==> config.mk <==
export PLATFORM = sky130hd
export DESIGN_NAME = cta_timer
export DESIGN_NICKNAME = d
export VERILOG_FILES = /design/src/cta_pkg.sv /design/src/cta_line_if.sv /design/src/cta_div.sv /design/src/cta_sync.sv /design/src/cta_timer.sv
export SDC_FILE = /design/constraint.sdc
export NUM_CORES = 1
export LEC_CHECK = 0
export BUFFER_PORTS_ARGS = -buffer_cell sky130_fd_sc_hd__buf_4
export CAP_MARGIN = 30
export CORE_ASPECT_RATIO = 0.5
export CORE_MARGIN = 2
export CORE_UTILIZATION = 60
export DETAILED_ROUTE_END_ITERATION = 8
export PLACE_DENSITY = 0.84
export SETUP_SLACK_MARGIN = 0.05
export SYNTH_ARGS = -nofsm -noshare
export SYNTH_HDL_FRONTEND = slang
export SYNTH_SLANG_ARGS = --single-unit
export TNS_END_PERCENT = 100
==> constraint.sdc <==
create_clock -name clk -period 4.1 [get_ports clk]
set_clock_uncertainty 0.2 [all_clocks]
set_input_delay 0 -clock clk [delete_from_list [all_inputs] [get_ports clk]]
set_output_delay 0 -clock clk [all_outputs]
set_load 0.02 [all_outputs]
==> src/cta_pkg.sv <==
// constants and encodings shared by the counter a timer files
package cta_pkg;

  // processor byte locations of the counter
  localparam logic [15:0] CTA_ADDR_CNT_LO = 16'h0018;
  localparam logic [15:0] CTA_ADDR_CNT_HI = 16'h0019;
  localparam logic [15:0] CTA_ADDR_LOAD   = 16'h001a;

  // mode select encodings, high bit then low bit
  localparam logic [1:0] CTA_MODE_INTERVAL = 2'h0;
  localparam logic [1:0] CTA_MODE_PULSE    = 2'h1;
  localparam logic [1:0] CTA_MODE_EVENT    = 2'h2;
  localparam logic [1:0] CTA_MODE_WIDTH    = 2'h3;

  // field positions of the 16-bit count and latch
  localparam int CTA_LO_MSB = 7;
  localparam int CTA_HI_LSB = 8;
  localparam int CTA_HI_MSB = 15;

  // reset values, unmapped read byte and count constants
  localparam logic [15:0] CTA_RST_COUNT = 16'h0000;
  localparam logic [15:0] CTA_RST_LATCH = 16'h0000;
  localparam logic [7:0]  CTA_RST_RDATA = 8'h00;
  localparam logic [7:0]  CTA_UNMAPPED  = 8'h00;
  localparam logic        CTA_RST_PIN   = 1'b1;
  localparam logic [15:0] CTA_ZERO      = 16'h0000;
  localparam logic [15:0] CTA_ONE       = 16'h0001;

  // timing: clock and serial bit clock division
  localparam int CTA_CLK_PERIOD_NS = 100;
  localparam int CTA_BIT_DIV       = 16;
  localparam int CTA_BIT_DIV_W     = $clog2(CTA_BIT_DIV);
  localparam logic [CTA_BIT_DIV_W-1:0] CTA_BIT_LAST =
    CTA_BIT_DIV_W'(CTA_BIT_DIV - 1);
  localparam logic [CTA_BIT_DIV_W-1:0] CTA_BIT_ZERO = '0;
  localparam logic [CTA_BIT_DIV_W-1:0] CTA_BIT_STEP =
    CTA_BIT_DIV_W'(1);
  // event edges may come at most every second clock
  localparam int CTA_EVT_MIN_CYC = 2;

endpackage

==> src/cta_line_if.sv <==
// carrier between the counter core, the pin synchroniser and the bit divider
`timescale 1ns/10ps
interface cta_line_if;
  logic raw;      // counter line as it arrives from the pin
  logic level;    // filtered level of the line
  logic rise;     // one-cycle pulse on a rising edge
  logic uf_tick;  // one-cycle pulse per counter underflow
  logic bit_tick; // one-cycle pulse, serial bit clock

  modport sync (input raw, output level, output rise);
  modport div  (input uf_tick, output bit_tick);
  modport core (output raw, input level, input rise,
                output uf_tick, input bit_tick);
endinterface

==> src/cta_div.sv <==
// divides counter underflows by sixteen into the serial bit clock enable
`timescale 1ns/10ps
module cta_div (
  input  wire logic clk,
  input  wire logic nrst,
  cta_line_if.div   line
);
  import cta_pkg::*;

  typedef struct packed {
    logic [CTA_BIT_DIV_W-1:0] cnt;
    logic                     tick;
  } cta_div_st_t;

  cta_div_st_t st_q;
  cta_div_st_t st_d;

  // one bit clock per sixteen underflows
  always_comb begin
    st_d      = st_q;
    st_d.tick = 1'b0;
    if (line.uf_tick) begin
      if (st_q.cnt == CTA_BIT_LAST) begin
        st_d.cnt  = CTA_BIT_ZERO;
        st_d.tick = 1'b1;
      end else begin
        st_d.cnt = st_q.cnt + CTA_BIT_STEP;
      end
    end
  end

  always_ff @(posedge clk or negedge nrst) begin
    if (!nrst) begin
      st_q <= '0;
    end else begin
      st_q <= st_d;
    end
  end

  assign line.bit_tick = st_q.tick;
endmodule

==> src/cta_sync.sv <==
// three-stage synchroniser of the counter line with level and rise outputs
`timescale 1ns/10ps
module cta_sync (
  input  wire logic clk,
  input  wire logic nrst,
  cta_line_if.sync  line
);
  import cta_pkg::*;

  typedef struct packed {
    logic s1;
    logic s2;
    logic s3;
    logic level;
    logic rise;
  } cta_sync_st_t;

  cta_sync_st_t st_q;
  cta_sync_st_t st_d;

  // s1 only feeds s2; a change counts once s2 and s3 agree
  always_comb begin
    st_d       = st_q;
    st_d.s1    = line.raw;
    st_d.s2    = st_q.s1;
    st_d.s3    = st_q.s2;
    st_d.rise  = 1'b0;
    if (st_q.s2 == st_q.s3) begin
      st_d.level = st_q.s3;
      st_d.rise  = st_q.s3 & ~st_q.level;
    end
  end

  // pin idles high, so reset to high avoids a false first edge
  always_ff @(posedge clk or negedge nrst) begin
    if (!nrst) begin
      st_q <= {CTA_RST_PIN, CTA_RST_PIN, CTA_RST_PIN, CTA_RST_PIN, 1'b0};
    end else begin
      st_q <= st_d;
    end
  end

  assign line.level = st_q.level;
  assign line.rise  = st_q.rise;
endmodule

==> src/cta_timer.sv <==
// counter a: 16-bit down-counter with reload latch, four modes and bit clock
`timescale 1ns/10ps
module cta_timer (
  input  wire logic                clk,
  input  wire logic                nrst,
  // processor byte access
  input  wire logic [15:0]         bus_addr,
  input  wire logic [7:0]          bus_wdata,
  input  wire logic                bus_wr,
  input  wire logic                bus_rd,
  output logic      [7:0]          bus_rdata,
  // control bits held in the device control registers
  input  wire logic                mode_select_low_bit,
  input  wire logic                mode_select_high_bit,
  input  wire logic                timer_underflow_irq_enable,
  input  wire logic                serial_internal_clk_en,
  // ordinary port logic for port a bit four
  input  wire logic                gpio_bit_four_out,
  input  wire logic                gpio_bit_four_oe,
  // port a bit four pin
  input  wire logic                port_a_bit_four_i,
  output logic                     port_a_bit_four_o,
  output logic                     port_a_bit_four_oe,
  output logic                     port_a_bit_four_level,
  // status and serial timing
  output logic                     timer_underflow_flag,
  output logic                     timer_irq,
  output logic                     serial_bit_clk_en
);
  import cta_pkg::*;

  //////////////////////////////////////////////////////////////////////////////
  // usage and timing notes
  //
  // bus side
  //   a write is taken at the rising edge that sees bus_wr high; the latch
  //   byte is in place from that edge, and a load write restarts the count
  //   at that same edge
  //   a read is taken at the edge that sees bus_rd high; bus_rdata shows the
  //   count as it stood in the strobe cycle from that same edge and holds it
  //   until the next read; there is no snapshot, so reading the upper byte
  //   and then the lower byte can tear across a borrow
  //   every high cycle of a strobe is a separate access, side effects too
  //
  // counting
  //   a latch value n gives an underflow every n plus one counted cycles, so
  //   a zero latch underflows on every count enable
  //   a load write wins over the decrement of its own cycle, so the flag is
  //   never set and cleared by the same load
  //   an underflow that meets a clearing read keeps the flag set; software
  //   that polls the flag loses no event this way
  //
  // counter line
  //   the pin reaches the level output five edges after it changes: three
  //   synchroniser stages, the agreement stage and the output register
  //   a rising edge decrements the count one edge after the agreement stage,
  //   so event pulses must stay at least two clocks in each level; one-clock
  //   pulses are filtered away
  //   in pulse mode the pin follows the internal pulse bit with no extra
  //   register, so the line changes at the edge of the toggling event
  //
  // serial timing
  //   the bit clock enable is one pulse per sixteen underflows in every mode;
  //   the serial enable forces interval counting so the rate never depends
  //   on the pin
  //   the pin itself is left to the port logic while the serial enable is
  //   high; any serial use of it lives outside this block
  //
  // reset
  //   count and latch clear to zero, so an interval timer left alone after
  //   reset underflows on every clock and sets the flag at the first edge;
  //   software loads the latch before enabling the request
  //   the pin is released high and the mode history reads as interval, so
  //   selecting pulse mode right after reset still raises the line
  //
  // limits
  //   the event input is sampled, not clocked by the pin, so its rate is
  //   bounded by the clock; sources faster than a quarter of the clock lose edges
  //   a mode change takes effect at the next edge with no handshake; a count
  //   in flight keeps its value across the change

  //////////////////////////////////////////////////////////////////////////////
  // state

  typedef struct packed {
    logic [15:0] count;
    logic [15:0] latch;
    logic        flag;
    logic        irq;
    logic [7:0]  rdata;
    logic [1:0]  mode_prev;
    logic        pulse;
    logic        pin_o;
    logic        pin_oe;
    logic        level;
    logic        uf;
  } cta_core_st_t;

  cta_core_st_t st_q;
  cta_core_st_t st_d;

  cta_line_if line ();

  //////////////////////////////////////////////////////////////////////////////
  // helpers

  // exact match of a full 16-bit location, used by read and write decode
  function automatic logic hit(input logic [15:0] a,
                               input logic [15:0] loc);
    hit = (a == loc);
  endfunction

  // byte lane of a 16-bit word; shared by every read location
  function automatic logic [7:0] byte_of(input logic [15:0] w,
                                         input logic        upper);
    if (upper) begin
      byte_of = w[CTA_HI_MSB:CTA_HI_LSB];
    end else begin
      byte_of = w[CTA_LO_MSB:0];
    end
  endfunction

  //////////////////////////////////////////////////////////////////////////////
  // submodules

  // pin synchroniser: raw line in, filtered level and edge out
  cta_sync u_sync (
    .clk  (clk),
    .nrst (nrst),
    .line (line.sync)
  );

  // bit clock divider fed by the registered underflow pulse
  cta_div u_div (
    .clk  (clk),
    .nrst (nrst),
    .line (line.div)
  );

  assign line.raw     = port_a_bit_four_i;
  assign line.uf_tick = st_q.uf;

  //////////////////////////////////////////////////////////////////////////////
  // decode

  logic [1:0] mode;
  logic       wr_lo;
  logic       wr_hi;
  logic       wr_load;
  logic       rd_lo;
  logic       rd_hi;
  logic       rd_alt;
  logic       dec_en;
  logic       at_zero;
  logic       enter_pulse;

  // serial use of the counter overrides the selected mode
  always_comb begin
    if (serial_internal_clk_en) begin
      mode = CTA_MODE_INTERVAL;
    end else begin
      mode = {mode_select_high_bit, mode_select_low_bit};
    end
  end

  // address strobes; a write and a read never share a cycle
  always_comb begin
    wr_lo   = 1'b0;
    wr_hi   = 1'b0;
    wr_load = 1'b0;
    rd_lo   = 1'b0;
    rd_hi   = 1'b0;
    rd_alt  = 1'b0;
    if (bus_wr && hit(bus_addr, CTA_ADDR_CNT_LO)) begin
      wr_lo = 1'b1;
    end else if (bus_wr && hit(bus_addr, CTA_ADDR_CNT_HI)) begin
      wr_hi = 1'b1;
    end else if (bus_wr && hit(bus_addr, CTA_ADDR_LOAD)) begin
      wr_load = 1'b1;
    end else if (bus_rd && hit(bus_addr, CTA_ADDR_CNT_LO)) begin
      rd_lo = 1'b1;
    end else if (bus_rd && hit(bus_addr, CTA_ADDR_CNT_HI)) begin
      rd_hi = 1'b1;
    end else if (bus_rd && hit(bus_addr, CTA_ADDR_LOAD)) begin
      rd_alt = 1'b1;
    end
  end

  // count source per mode
  always_comb begin
    case (mode)
      CTA_MODE_INTERVAL: begin
        dec_en = 1'b1;
      end
      CTA_MODE_PULSE: begin
        dec_en = 1'b1;
      end
      CTA_MODE_EVENT: begin
        dec_en = line.rise;
      end
      default: begin
        // low level counts, high level holds the present value
        dec_en = ~line.level;
      end
    endcase
  end

  assign at_zero     = (st_q.count == CTA_ZERO);
  assign enter_pulse = (mode == CTA_MODE_PULSE) &&
                       (st_q.mode_prev != CTA_MODE_PULSE);

  //////////////////////////////////////////////////////////////////////////////
  // next state

  always_comb begin
    st_d           = st_q;
    st_d.uf        = 1'b0;
    st_d.mode_prev = mode;
    st_d.level     = line.level;

    // latch bytes; of these only the load write also touches the running count
    if (wr_lo) begin
      st_d.latch[CTA_LO_MSB:0] = bus_wdata;
    end
    if (wr_hi || wr_load) begin
      st_d.latch[CTA_HI_MSB:CTA_HI_LSB] = bus_wdata;
    end

    // counter: a load beats a decrement in the same cycle
    if (wr_load) begin
      st_d.count = {bus_wdata, st_q.latch[CTA_LO_MSB:0]};
    end else if (dec_en) begin
      if (at_zero) begin
        st_d.count = st_q.latch;
        st_d.uf    = 1'b1;
      end else begin
        st_d.count = st_q.count - CTA_ONE;
      end
    end

    // flag: an underflow in the clearing cycle still sets it
    if (st_d.uf) begin
      st_d.flag = 1'b1;
    end else if (rd_lo || wr_load) begin
      st_d.flag = 1'b0;
    end

    st_d.irq = st_d.flag & timer_underflow_irq_enable;

    // pulse output: set high on entry, toggled by underflow or load
    if (enter_pulse) begin
      st_d.pulse = 1'b1;
    end else if (wr_load ^ st_d.uf) begin
      st_d.pulse = ~st_q.pulse;
    end

    // pin ownership follows the mode
    case (mode)
      CTA_MODE_INTERVAL: begin
        st_d.pin_o  = gpio_bit_four_out;
        st_d.pin_oe = gpio_bit_four_oe;
      end
      CTA_MODE_PULSE: begin
        st_d.pin_o  = st_d.pulse;
        st_d.pin_oe = 1'b1;
      end
      default: begin
        // counter input: released so the outside drives the line
        st_d.pin_o  = CTA_RST_PIN;
        st_d.pin_oe = 1'b0;
      end
    endcase

    // read data: answer one cycle after the strobe, no snapshot
    if (rd_lo || rd_alt) begin
      st_d.rdata = byte_of(st_q.count, 1'b0);
    end else if (rd_hi) begin
      st_d.rdata = byte_of(st_q.count, 1'b1);
    end else if (bus_rd) begin
      st_d.rdata = CTA_UNMAPPED;
    end
  end

  //////////////////////////////////////////////////////////////////////////////
  // registers

  // reset clears flag and leaves the pin released high
  always_ff @(posedge clk or negedge nrst) begin
    if (!nrst) begin
      st_q.count     <= CTA_RST_COUNT;
      st_q.latch     <= CTA_RST_LATCH;
      st_q.flag      <= 1'b0;
      st_q.irq       <= 1'b0;
      st_q.rdata     <= CTA_RST_RDATA;
      st_q.mode_prev <= CTA_MODE_INTERVAL;
      st_q.pulse     <= CTA_RST_PIN;
      st_q.pin_o     <= CTA_RST_PIN;
      st_q.pin_oe    <= 1'b0;
      st_q.level     <= CTA_RST_PIN;
      st_q.uf        <= 1'b0;
    end else begin
      st_q <= st_d;
    end
  end

  //////////////////////////////////////////////////////////////////////////////
  // outputs

  assign bus_rdata             = st_q.rdata;
  assign port_a_bit_four_o     = st_q.pin_o;
  assign port_a_bit_four_oe    = st_q.pin_oe;
  assign port_a_bit_four_level = st_q.level;
  assign timer_underflow_flag  = st_q.flag;
  assign timer_irq             = st_q.irq;
  assign serial_bit_clk_en     = line.bit_tick;

endmodule
==> impl_metrics.yaml, run 1 <==
run_status:
  status: "complete, no violations"
detailed_routing:
  drtPass1Iterations: 5
  via_count: 2565
  drt-total-wl_mm: 7.410
  viasPerCell: 6.093
  wl_per_cell_um: 17.60
  drt_iter0_drc: 315
  drcViolationCount: 0
  ant_nets: 0
yosys:
  synth_compound_area_frac: 0.1556
  ys.flop_type: "dfrtp_1"
  synth_area_mm2: 0.002999
  yosys-mux-area-fraction: 0.07050
  yosys.area.top_type: "dfrtp_1"
  yosys.area_share.simple: 0.1932
  synth_cells: 283
  ys_types: 56
  synthAdderAreaFrac: 0.01585
  async_flop_share: 1.000
  ys_ff_latch: 59
  syn_nets: 321
  synth_top_cells_by_count: "dfrtp_1, nor2_1, nand2_1, mux2_2, o21ai_0"
  synth.top_cell.area_share: 0.4339
  synthTopCellsByArea: "dfrtp_1, mux2_2, dfstp_2"
  ys_seq_area_frac: 0.4952
  syn_area_per_cell_um2: 10.60
  synth_edf_count: 0
  synth_top_family_by_area: "simple AND/OR/NAND/NOR gates"
  yosys_warnings: 0
  yosysMostFrequentCell: "dfrtp_1"
  synth_xor_area_frac: 0.02044
sta:
  slew_violations: 0
  setup_violations: 0
  finalCriticalPeriod_ns: 3.133
  fin_tns_setup_ns: 0
  max_slew_margin: 0.2784
  rsz0062_at_grt: "false"
  min_period_over_period: 0.7641
  tightest_slew_ns: 1.074
  hold_violations: 0
  fmax_mhz: 319.2
pwr:
  peakVddDrop_v: 0.0002607
  p_leak_uw: 0.001680
  power_density_mw_per_mm2: 432.8
critical_path:
  startpoint_type: "flop"
  path_max_fanout: 7
  crit_arrival_ns: 3.20
  reg2regPathDepth: 6
  critPathCaptureType: "flop"
  required_ns: 4.17
  crit_type: "flop to flop"
clocking:
  clkTransAtPathRegs_ns: 0.06
  cts_resized: 0
  clock_tree.buffer_depth: 2
  clockRootBuffer: "clkbuf_8"
  clock_latency_ns: 0.35
  numCtsBuffers: 9
  htree_levels: 3
  cts_sinks: 59
  cts_setup_buffers: 0
  cts_tree: "built"
grt:
  grt_usage: 0.2845
  overflow: 0
  antenna_found_initial: 0
  grt_pass1_wl_mm: 11.94
  grt_max_degree: 60
  grt_pass1_vias: 2412
finish:
  drive_above_1_share: 0.2764
  design_area_mm2: 0.003786
  diodes: 0
  fillers: 313
  final_nets: 384
  area_growth_pct: 26.24
floorplanning:
  start_util: 0.6165
  die_w_um: 104.0
  fp.coreArea_mm2: 0.004865
  placementRows: 18
  fp.dieH_um: 54.00
  io_pins: 49
  fp.dieArea_mm2: 0.005615
place:
  postPlaceCellArea_mm2: 0.003348
  port_buffers: 48
  place.gp.congestion: 0.9630
  place_hpwl_mm: 4.932
hold_path:
  min_path_type: "primary input to async pin"
flow_run:
  timing.max_cap.violations: 0
layer usage:
metal  track usage  wire length (µm)  vias up
met5             0                 0        -
li1              -                 -     1170
met4        0.1149                71        0
met1        0.3587              3301     1233
met2        0.4441              3213      150
met3        0.1211               824       12
cells by family (layout without fill, tap and decap cells):
family                   after synthesis  after routing
AO/OA/AOI/OAI                         59             59
XOR/XNOR                               7              7
adder cells (fa/ha/maj)                4              4
buffers and inverters                 29             97
flip-flops                            59             59
multiplexers                          19             19
AND/OR/NAND/NOR                      106            106
power by group:
| part | total (µW) | internal (µW) | switching, µW |
|---|---|---|---|
| logic | 307 | 159 | 148 |
| registers | 783 | 657 | 125 |
| clock network | 548 | 330 | 219 |
| total | 1640 | 1150 | 493 |
worst max-delay path, cell delays in order, from the launching register on:
cell and delay (ns):
dfrtp_1 0.44, or4_4 0.59, or3_1 0.47, o32ai_4 0.43, xnor2_1 0.22, o41ai_1 0.12
dlygate4sd3_1 0.58
layout by cell type (no fill, tap or decap), types with 11 or more instances in the layout:
| master | n |
|---|---|
| dfrtp_1 | 52 |
| buf_4 | 51 |
| nor2_1 | 23 |
| dlygate4sd3_1 | 23 |
| nand2_1 | 18 |
| mux2_2 | 17 |
| o21ai_0 | 14 |
| clkbuf_8 | 12 |
| nor2b_1 | 11 |
| nor3_1 | 11 |
sequential cells by signal, indices dropped and copies added, names as in the netlist, 2 cells and up:
| name | count |
|---|---|
| u_sync.st_d | 2 |
| st_q | 35 |
| u_div.st_q | 4 |
| bus_rdata | 8 |
through the flow:
stage | utilization | hold slack [ns] | worst slack (ns) | std cells | total power (µW)
after detailed placement | 0.6883 | -0.09719 | 1.499 | 382 | 1068
after global placement | 0.6867 | -0.1059 | 1.540 | 381 | 1051
after floorplan | - | -0.4956 | 1.641 | 283 | 962.0
after global routing | 0.7783 | 0.1172 | 0.8889 | 421 | 1719
after CTS | 0.7783 | 0.04816 | 1.033 | 421 | 1631
final | 0.7783 | 0.06256 | 0.9673 | 421 | 1639
path summary, 6_finish.rpt:
kind	start	to	slack [ns]
worst max-delay path	st_q[43]	st_q[4]	0.97
worst min-delay path	nrst	st_q[34]	0.06
worst max register to register	st_q[43]	st_q[4]	0.97
worst min register to register	u_sync.st_d[3]	u_sync.st_d[2]	0.16
max in group asynchronous	nrst	st_q[44]	3.16
min in group clk	bus_wr	bus_rdata[7]	0.08
what timing repair did:
action                                  CTS  global route
hold buffers                             23             0
endpoints found under the hold margin    99             0
endpoints found under the setup margin    0             0
cell type report:
| type | instances | area, µm² | area share |
|---|---|---|---|
| Clock buffer | 14 | 172.7 | 0.04560 |
| Sequential cell | 59 | 1485 | 0.3923 |
| Inverter | 7 | 26.28 | 0.006940 |
| Clock inverter | 2 | 35.03 | 0.009253 |
| Tap cell | 70 | 87.58 | 0.02313 |
| Timing Repair Buffer | 74 | 613.1 | 0.1619 |
| Multi-Input combinational cell | 195 | 1366 | 0.3609 |
No activity file was read; power rests on OpenSTA's default activity.
==> inputs of run 2 (changes only) <==
CORE_UTILIZATION = 51   (was 60)
PLACE_DENSITY = 0.76   (was 0.84)
clock period = 2.78 ns   (was 4.1 ns; I/O delays follow)
==> run 2 against run 1 <==
Critical path depth decreased by 1. Flip-flop and latch count is the same. Fmax increased by 22%. Largest cell class unchanged. Largest power group is now clock.
==> impl_metrics.yaml, run 2 (same netlist as run 1, synthesis figures left out) <==
grt:
  antenna_found_initial: 0
  grt_pass1_vias: 2598
  grt_usage: 0.2838
  grt_pass1_wl_mm: 13.67
  grt_max_degree: 60
  overflow: 0
finish:
  most-common-layout-cells: "buf_4, dfrtp_1, nor2_1, dlygate4sd3_1, nand2_1"
  regMostFlops: "st_q"
  layout_commonest_cell: "buf_4"
  diodes: 0
  area_growth_pct: 32.46
  drive_above_1_share: 0.3158
  largest_register_ffs: 35
  final_nets: 394
clocking:
  clkTransAtPathRegs_ns: 0.05
  clock_tree.buffer_depth: 2
  clock_latency_ns: 0.33
  clockRootBuffer: "clkbuf_16"
  cts_setup_buffers: 0
  htree_levels: 3
  cts_tree: "built"
  numCtsBuffers: 9
  cts_sinks: 59
critical_path:
  crit_arrival_ns: 2.61
  cp_cell_sequence: "or4_4 -> or3_1 -> o32ai_4 -> xnor2_1 -> a41oi_2"
  cp_slowest_cell: "or4_4"
  startpoint_type: "flop"
  required_ns: 2.83
  cp_num_buf_inv: 0
  crit_type: "flop to flop"
  max_stage_delay_ns: 0.58
  path_delay_family: "simple AND/OR/NAND/NOR gates"
  path_max_fanout: 7
  critPathCaptureType: "flop"
floorplanning:
  die_w_um: 112.5
  fp.dieH_um: 58.23
  fp.coreArea_mm2: 0.005587
  start_util: 0.5368
  fp.dieArea_mm2: 0.006547
  io_pins: 49
  placementRows: 19
sta:
  fin_tns_setup_ns: 0
  slew_violations: 0
  holdWs_ns: 0.07082
  hold_violations: 0
  tightest_slew_ns: 0.7390
  max_slew_margin: 0.5073
  rsz0062_at_grt: "false"
  min_period_over_period: 0.9235
  finalCriticalPeriod_ns: 2.567
  setup_violations: 0
  fmax_mhz: 389.5
detailed_routing:
  drcViolationCount: 0
  drt-total-wl_mm: 8.400
  viasPerCell: 6.074
  wl_per_cell_um: 19.35
  ant_nets: 0
  drtPass1Iterations: 8
  drt_iter0_drc: 252
  via_count: 2636
hold_path:
  min_path_type: "primary input to async pin"
pwr:
  peakVddDrop_v: 0.0005666
  p_leak_uw: 0.001768
  power_density_mw_per_mm2: 714.9
place:
  place_hpwl_mm: 5.812
  port_buffers: 48
  place.gp.congestion: 0.9930
flow_run:
  timing.max_cap.violations: 0
run_status:
  status: "complete, no violations"
[run 2: cell count changes in the layout (fill, tap and decap cells not counted), moves of 2 or more]
cell           delta
clkbuf_16         +9
clkbuf_1          -2
clkinvlp_4        +3
clkbuf_8         -10
buf_4            +12
dlygate4sd3_1     -2
[run 2: layout make-up]
class                           instances  area, µm²
Multi-Input combinational cell        195       1371
Inverter                                7      26.28
Clock buffer                           11      252.7
Timing Repair Buffer                   84      683.2
Fill cell                             393       1614
Sequential cell                        59       1486
Clock inverter                          5      61.31
Tap cell                               73      91.34
[run 2: worst register-to-register path: cells and delay by family, from the launching register on]
family,cells,cell delay (ns)
flops,1,0.43
compound gates,2,0.57
simple gates,2,1.07
xor+xnor,1,0.21
[run 2: routing by layer]
metal / vias to the layer above / track usage / wire, µm
li1: 1187 / - / -
met1: 1298 / 0.4023 / 3818
met2: 135 / 0.4191 / 3603
met3: 16 / 0.09414 / 820
met4: 0 / 0.08711 / 158
met5: - / 0 / 0
[run 2: power breakdown]
part / internal [µW] / switching, µW / total (µW)
registers: 972 / 138 / 1110
clock network: 742 / 401 / 1140
logic: 284 / 303 / 587
total: 2000 / 842 / 2840
[run 2: through the flow]
| step | std cells | utilization | setup WS (ns) | cell area (µm²) | power, µW |
|---|---|---|---|---|---|
| finish | 434 | 0.7111 | 0.2128 | 3973 | 2840 |
| global route | 434 | 0.7111 | 0.1426 | 3973 | 2956 |
| CTS | 434 | 0.7100 | 0.1062 | 3966 | 2822 |
| detailed placement | 397 | 0.6161 | 0.1251 | 3442 | 1654 |
| global placement | 397 | 0.6161 | 0.1928 | 3442 | 1636 |
| floorplan | 283 | - | 0.3210 | 2999 | 1419 |
[run 2: timing repair]
| item | in CTS | in global routing |
|---|---|---|
| resized for setup | 0 | 4 |
| endpoints found under the setup margin | 0 | 1 |
| hold buffers | 21 | 0 |
| hold endpoints to repair | 97 | 0 |
[run 2: worst paths after layout]
| check | start | to | slack, ns | depth (start not counted) |
|---|---|---|---|---|
| max reg2reg | st_q[43] | port_a_bit_four_o | 0.21 | 5 |
| min | nrst | st_q[18] | 0.07 | 2 |
| min in group clk | bus_wr | st_q[26] | 0.13 | 5 |
| min reg2reg | u_sync.st_d[3] | u_sync.st_d[2] | 0.16 | 0 |
| max in group asynchronous | nrst | st_q[33] | 1.79 | 2 |
| max | st_q[43] | port_a_bit_four_o | 0.21 | 5 |
==> inputs of run 3 (changes only) <==
CORE_UTILIZATION = 60   (was 51)
PLACE_DENSITY = 0.84   (was 0.76)
clock period = 3.1 ns   (was 2.78 ns; I/O delays follow)
==> run 3 against run 2 <==
Flip-flop and latch count did not move. Critical path depth rose by 2. Count of clock-buffer cells in the layout fell by 1. Core utilization rose by 6.8 points. Die area fell by 14%. Total power fell by 24%. Non-clock buffer count fell by 8. Design area fell by 4.6%. Setup slack improved by 0.20 ns. Routed wire length rose by 0.23%. Sequential power fell by 6%.
==> impl_metrics.yaml, run 3 (same netlist as run 1, synthesis figures left out) <==
finish:
  largest_register_ffs: 35
  seq_area_mm2: 0.001485
  fillers: 336
  regMostFlops: "st_q"
  drive_above_1_share: 0.2918
  layout_commonest_cell: "buf_4"
  multi_input_area_mm2: 0.001366
  most-common-layout-cells: "buf_4, dfrtp_1, nor2_1, dlygate4sd3_1, nand2_1"
  diodes: 0
  area_growth_pct: 26.37
  final_nets: 386
critical_path:
  startpoint_type: "flop"
  critPathCaptureType: "flop"
  crit_start: "st_q[33]"
  crit_arrival_ns: 2.74
  path_max_fanout: 5
  timing.rr.start: "st_q[33]"
  crit_type: "flop to flop"
  required_ns: 3.16
floorplanning:
  io_pins: 49
  fp.dieH_um: 54.00
  fp.dieArea_mm2: 0.005615
  placementRows: 18
  fp.coreArea_mm2: 0.004865
  die_w_um: 104.0
  start_util: 0.6165
place:
  place.gp.congestion: 0.8855
  port_buffers: 48
  place_hpwl_mm: 5.327
grt:
  grt_pass1_vias: 2546
  antenna_found_initial: 0
  grt_pass1_wl_mm: 13.32
  overflow: 0
  grt_usage: 0.3213
  grt_max_degree: 60
run_status:
  status: "complete, no violations"
sta:
  holdWs_ns: 0.06404
  fin_tns_setup_ns: 0
  rsz0062_at_grt: "false"
  fmax_mhz: 372.6
  setup_violations: 0
  min_period_over_period: 0.8659
  tightest_slew_ns: 0.9460
  finalCriticalPeriod_ns: 2.684
  slew_violations: 0
  hold_violations: 0
  max_slew_margin: 0.3693
clocking:
  cts_setup_buffers: 0
  htree_levels: 3
  cts_sinks: 59
  clock_tree.buffer_depth: 2
  clock_latency_ns: 0.34
  cts_tree: "built"
  clkTransAtPathRegs_ns: 0.08
  numCtsBuffers: 9
  clockRootBuffer: "clkbuf_8"
pwr:
  totalPowerFinal_uw: 2171
  power_density_mw_per_mm2: 572.8
  peakVddDrop_v: 0.0004298
  p_leak_uw: 0.001686
detailed_routing:
  wl_per_cell_um: 19.90
  viasPerCell: 6.118
  via_count: 2588
  ant_nets: 0
  drtPass1Iterations: 5
  drt-total-wl_mm: 8.419
  drcViolationCount: 0
  drt_iter0_drc: 228
flow_run:
  timing.max_cap.violations: 0
hold_path:
  min_path_type: "primary input to async pin"
[run 3: final timing paths]
kind	end	slack [ns]	cells past startpoint
max in group asynchronous	bus_rdata[2]	2.14	2
worst max-delay path	st_q[41]	0.42	7
worst min-delay path	st_q[25]	0.06	2
min in group clk	timer_underflow_flag	0.09	4
worst max register to register	st_q[41]	0.42	7
worst min register to register	u_sync.st_d[2]	0.16	0
[run 3: routing by layer]
| layer | track usage | share of wire |
|---|---|---|
| met5 | 0 | 0 |
| met4 | 0.1104 | 0.017 |
| met3 | 0.1114 | 0.091 |
| met2 | 0.5274 | 0.45 |
| met1 | 0.4093 | 0.44 |
[run 3: critical path, cell delays in order (launching register included)]
cell     delay, ns
dfrtp_1       0.43
inv_1         0.12
ha_1          0.21
or3b_2        0.52
or2_1         0.28
and3b_1       0.19
or4_1         0.52
o21ai_1       0.14
[run 3: repair_timing]
item / 4_1_cts / 5_1_grt
hold buffers: 21 / 0
hold endpoints to repair: 98 / 0
gates resized for setup: 0 / 0
[run 3: area by class of cell]
cell class | count | share of cell area
Tap cell | 70 | 0.02311
Multi-Input combinational cell | 195 | 0.3605
Sequential cell | 59 | 0.3919
Inverter | 7 | 0.006933
Timing Repair Buffer | 76 | 0.1644
Clock buffer | 10 | 0.03632
Clock inverter | 6 | 0.01684
[run 3: stage by stage]
step | util | std cells | worst slack [ns] | cell area, µm²
2_1_floorplan | - | 283 | 0.6410 | 2999
3_3_place_gp | 0.6944 | 386 | 0.5400 | 3378
6_report | 0.7791 | 423 | 0.4158 | 3790
5_1_grt | 0.7791 | 423 | 0.3051 | 3790
3_5_place_dp | 0.6944 | 386 | 0.4654 | 3378
4_1_cts | 0.7791 | 423 | 0.4403 | 3790
[run 3: where the power goes]
part           internal (µW)  total, µW  switching [µW]
Clock                    393        713             320
Combinational            211        417             205
Sequential               869       1040             173
Total                   1470       2170             698
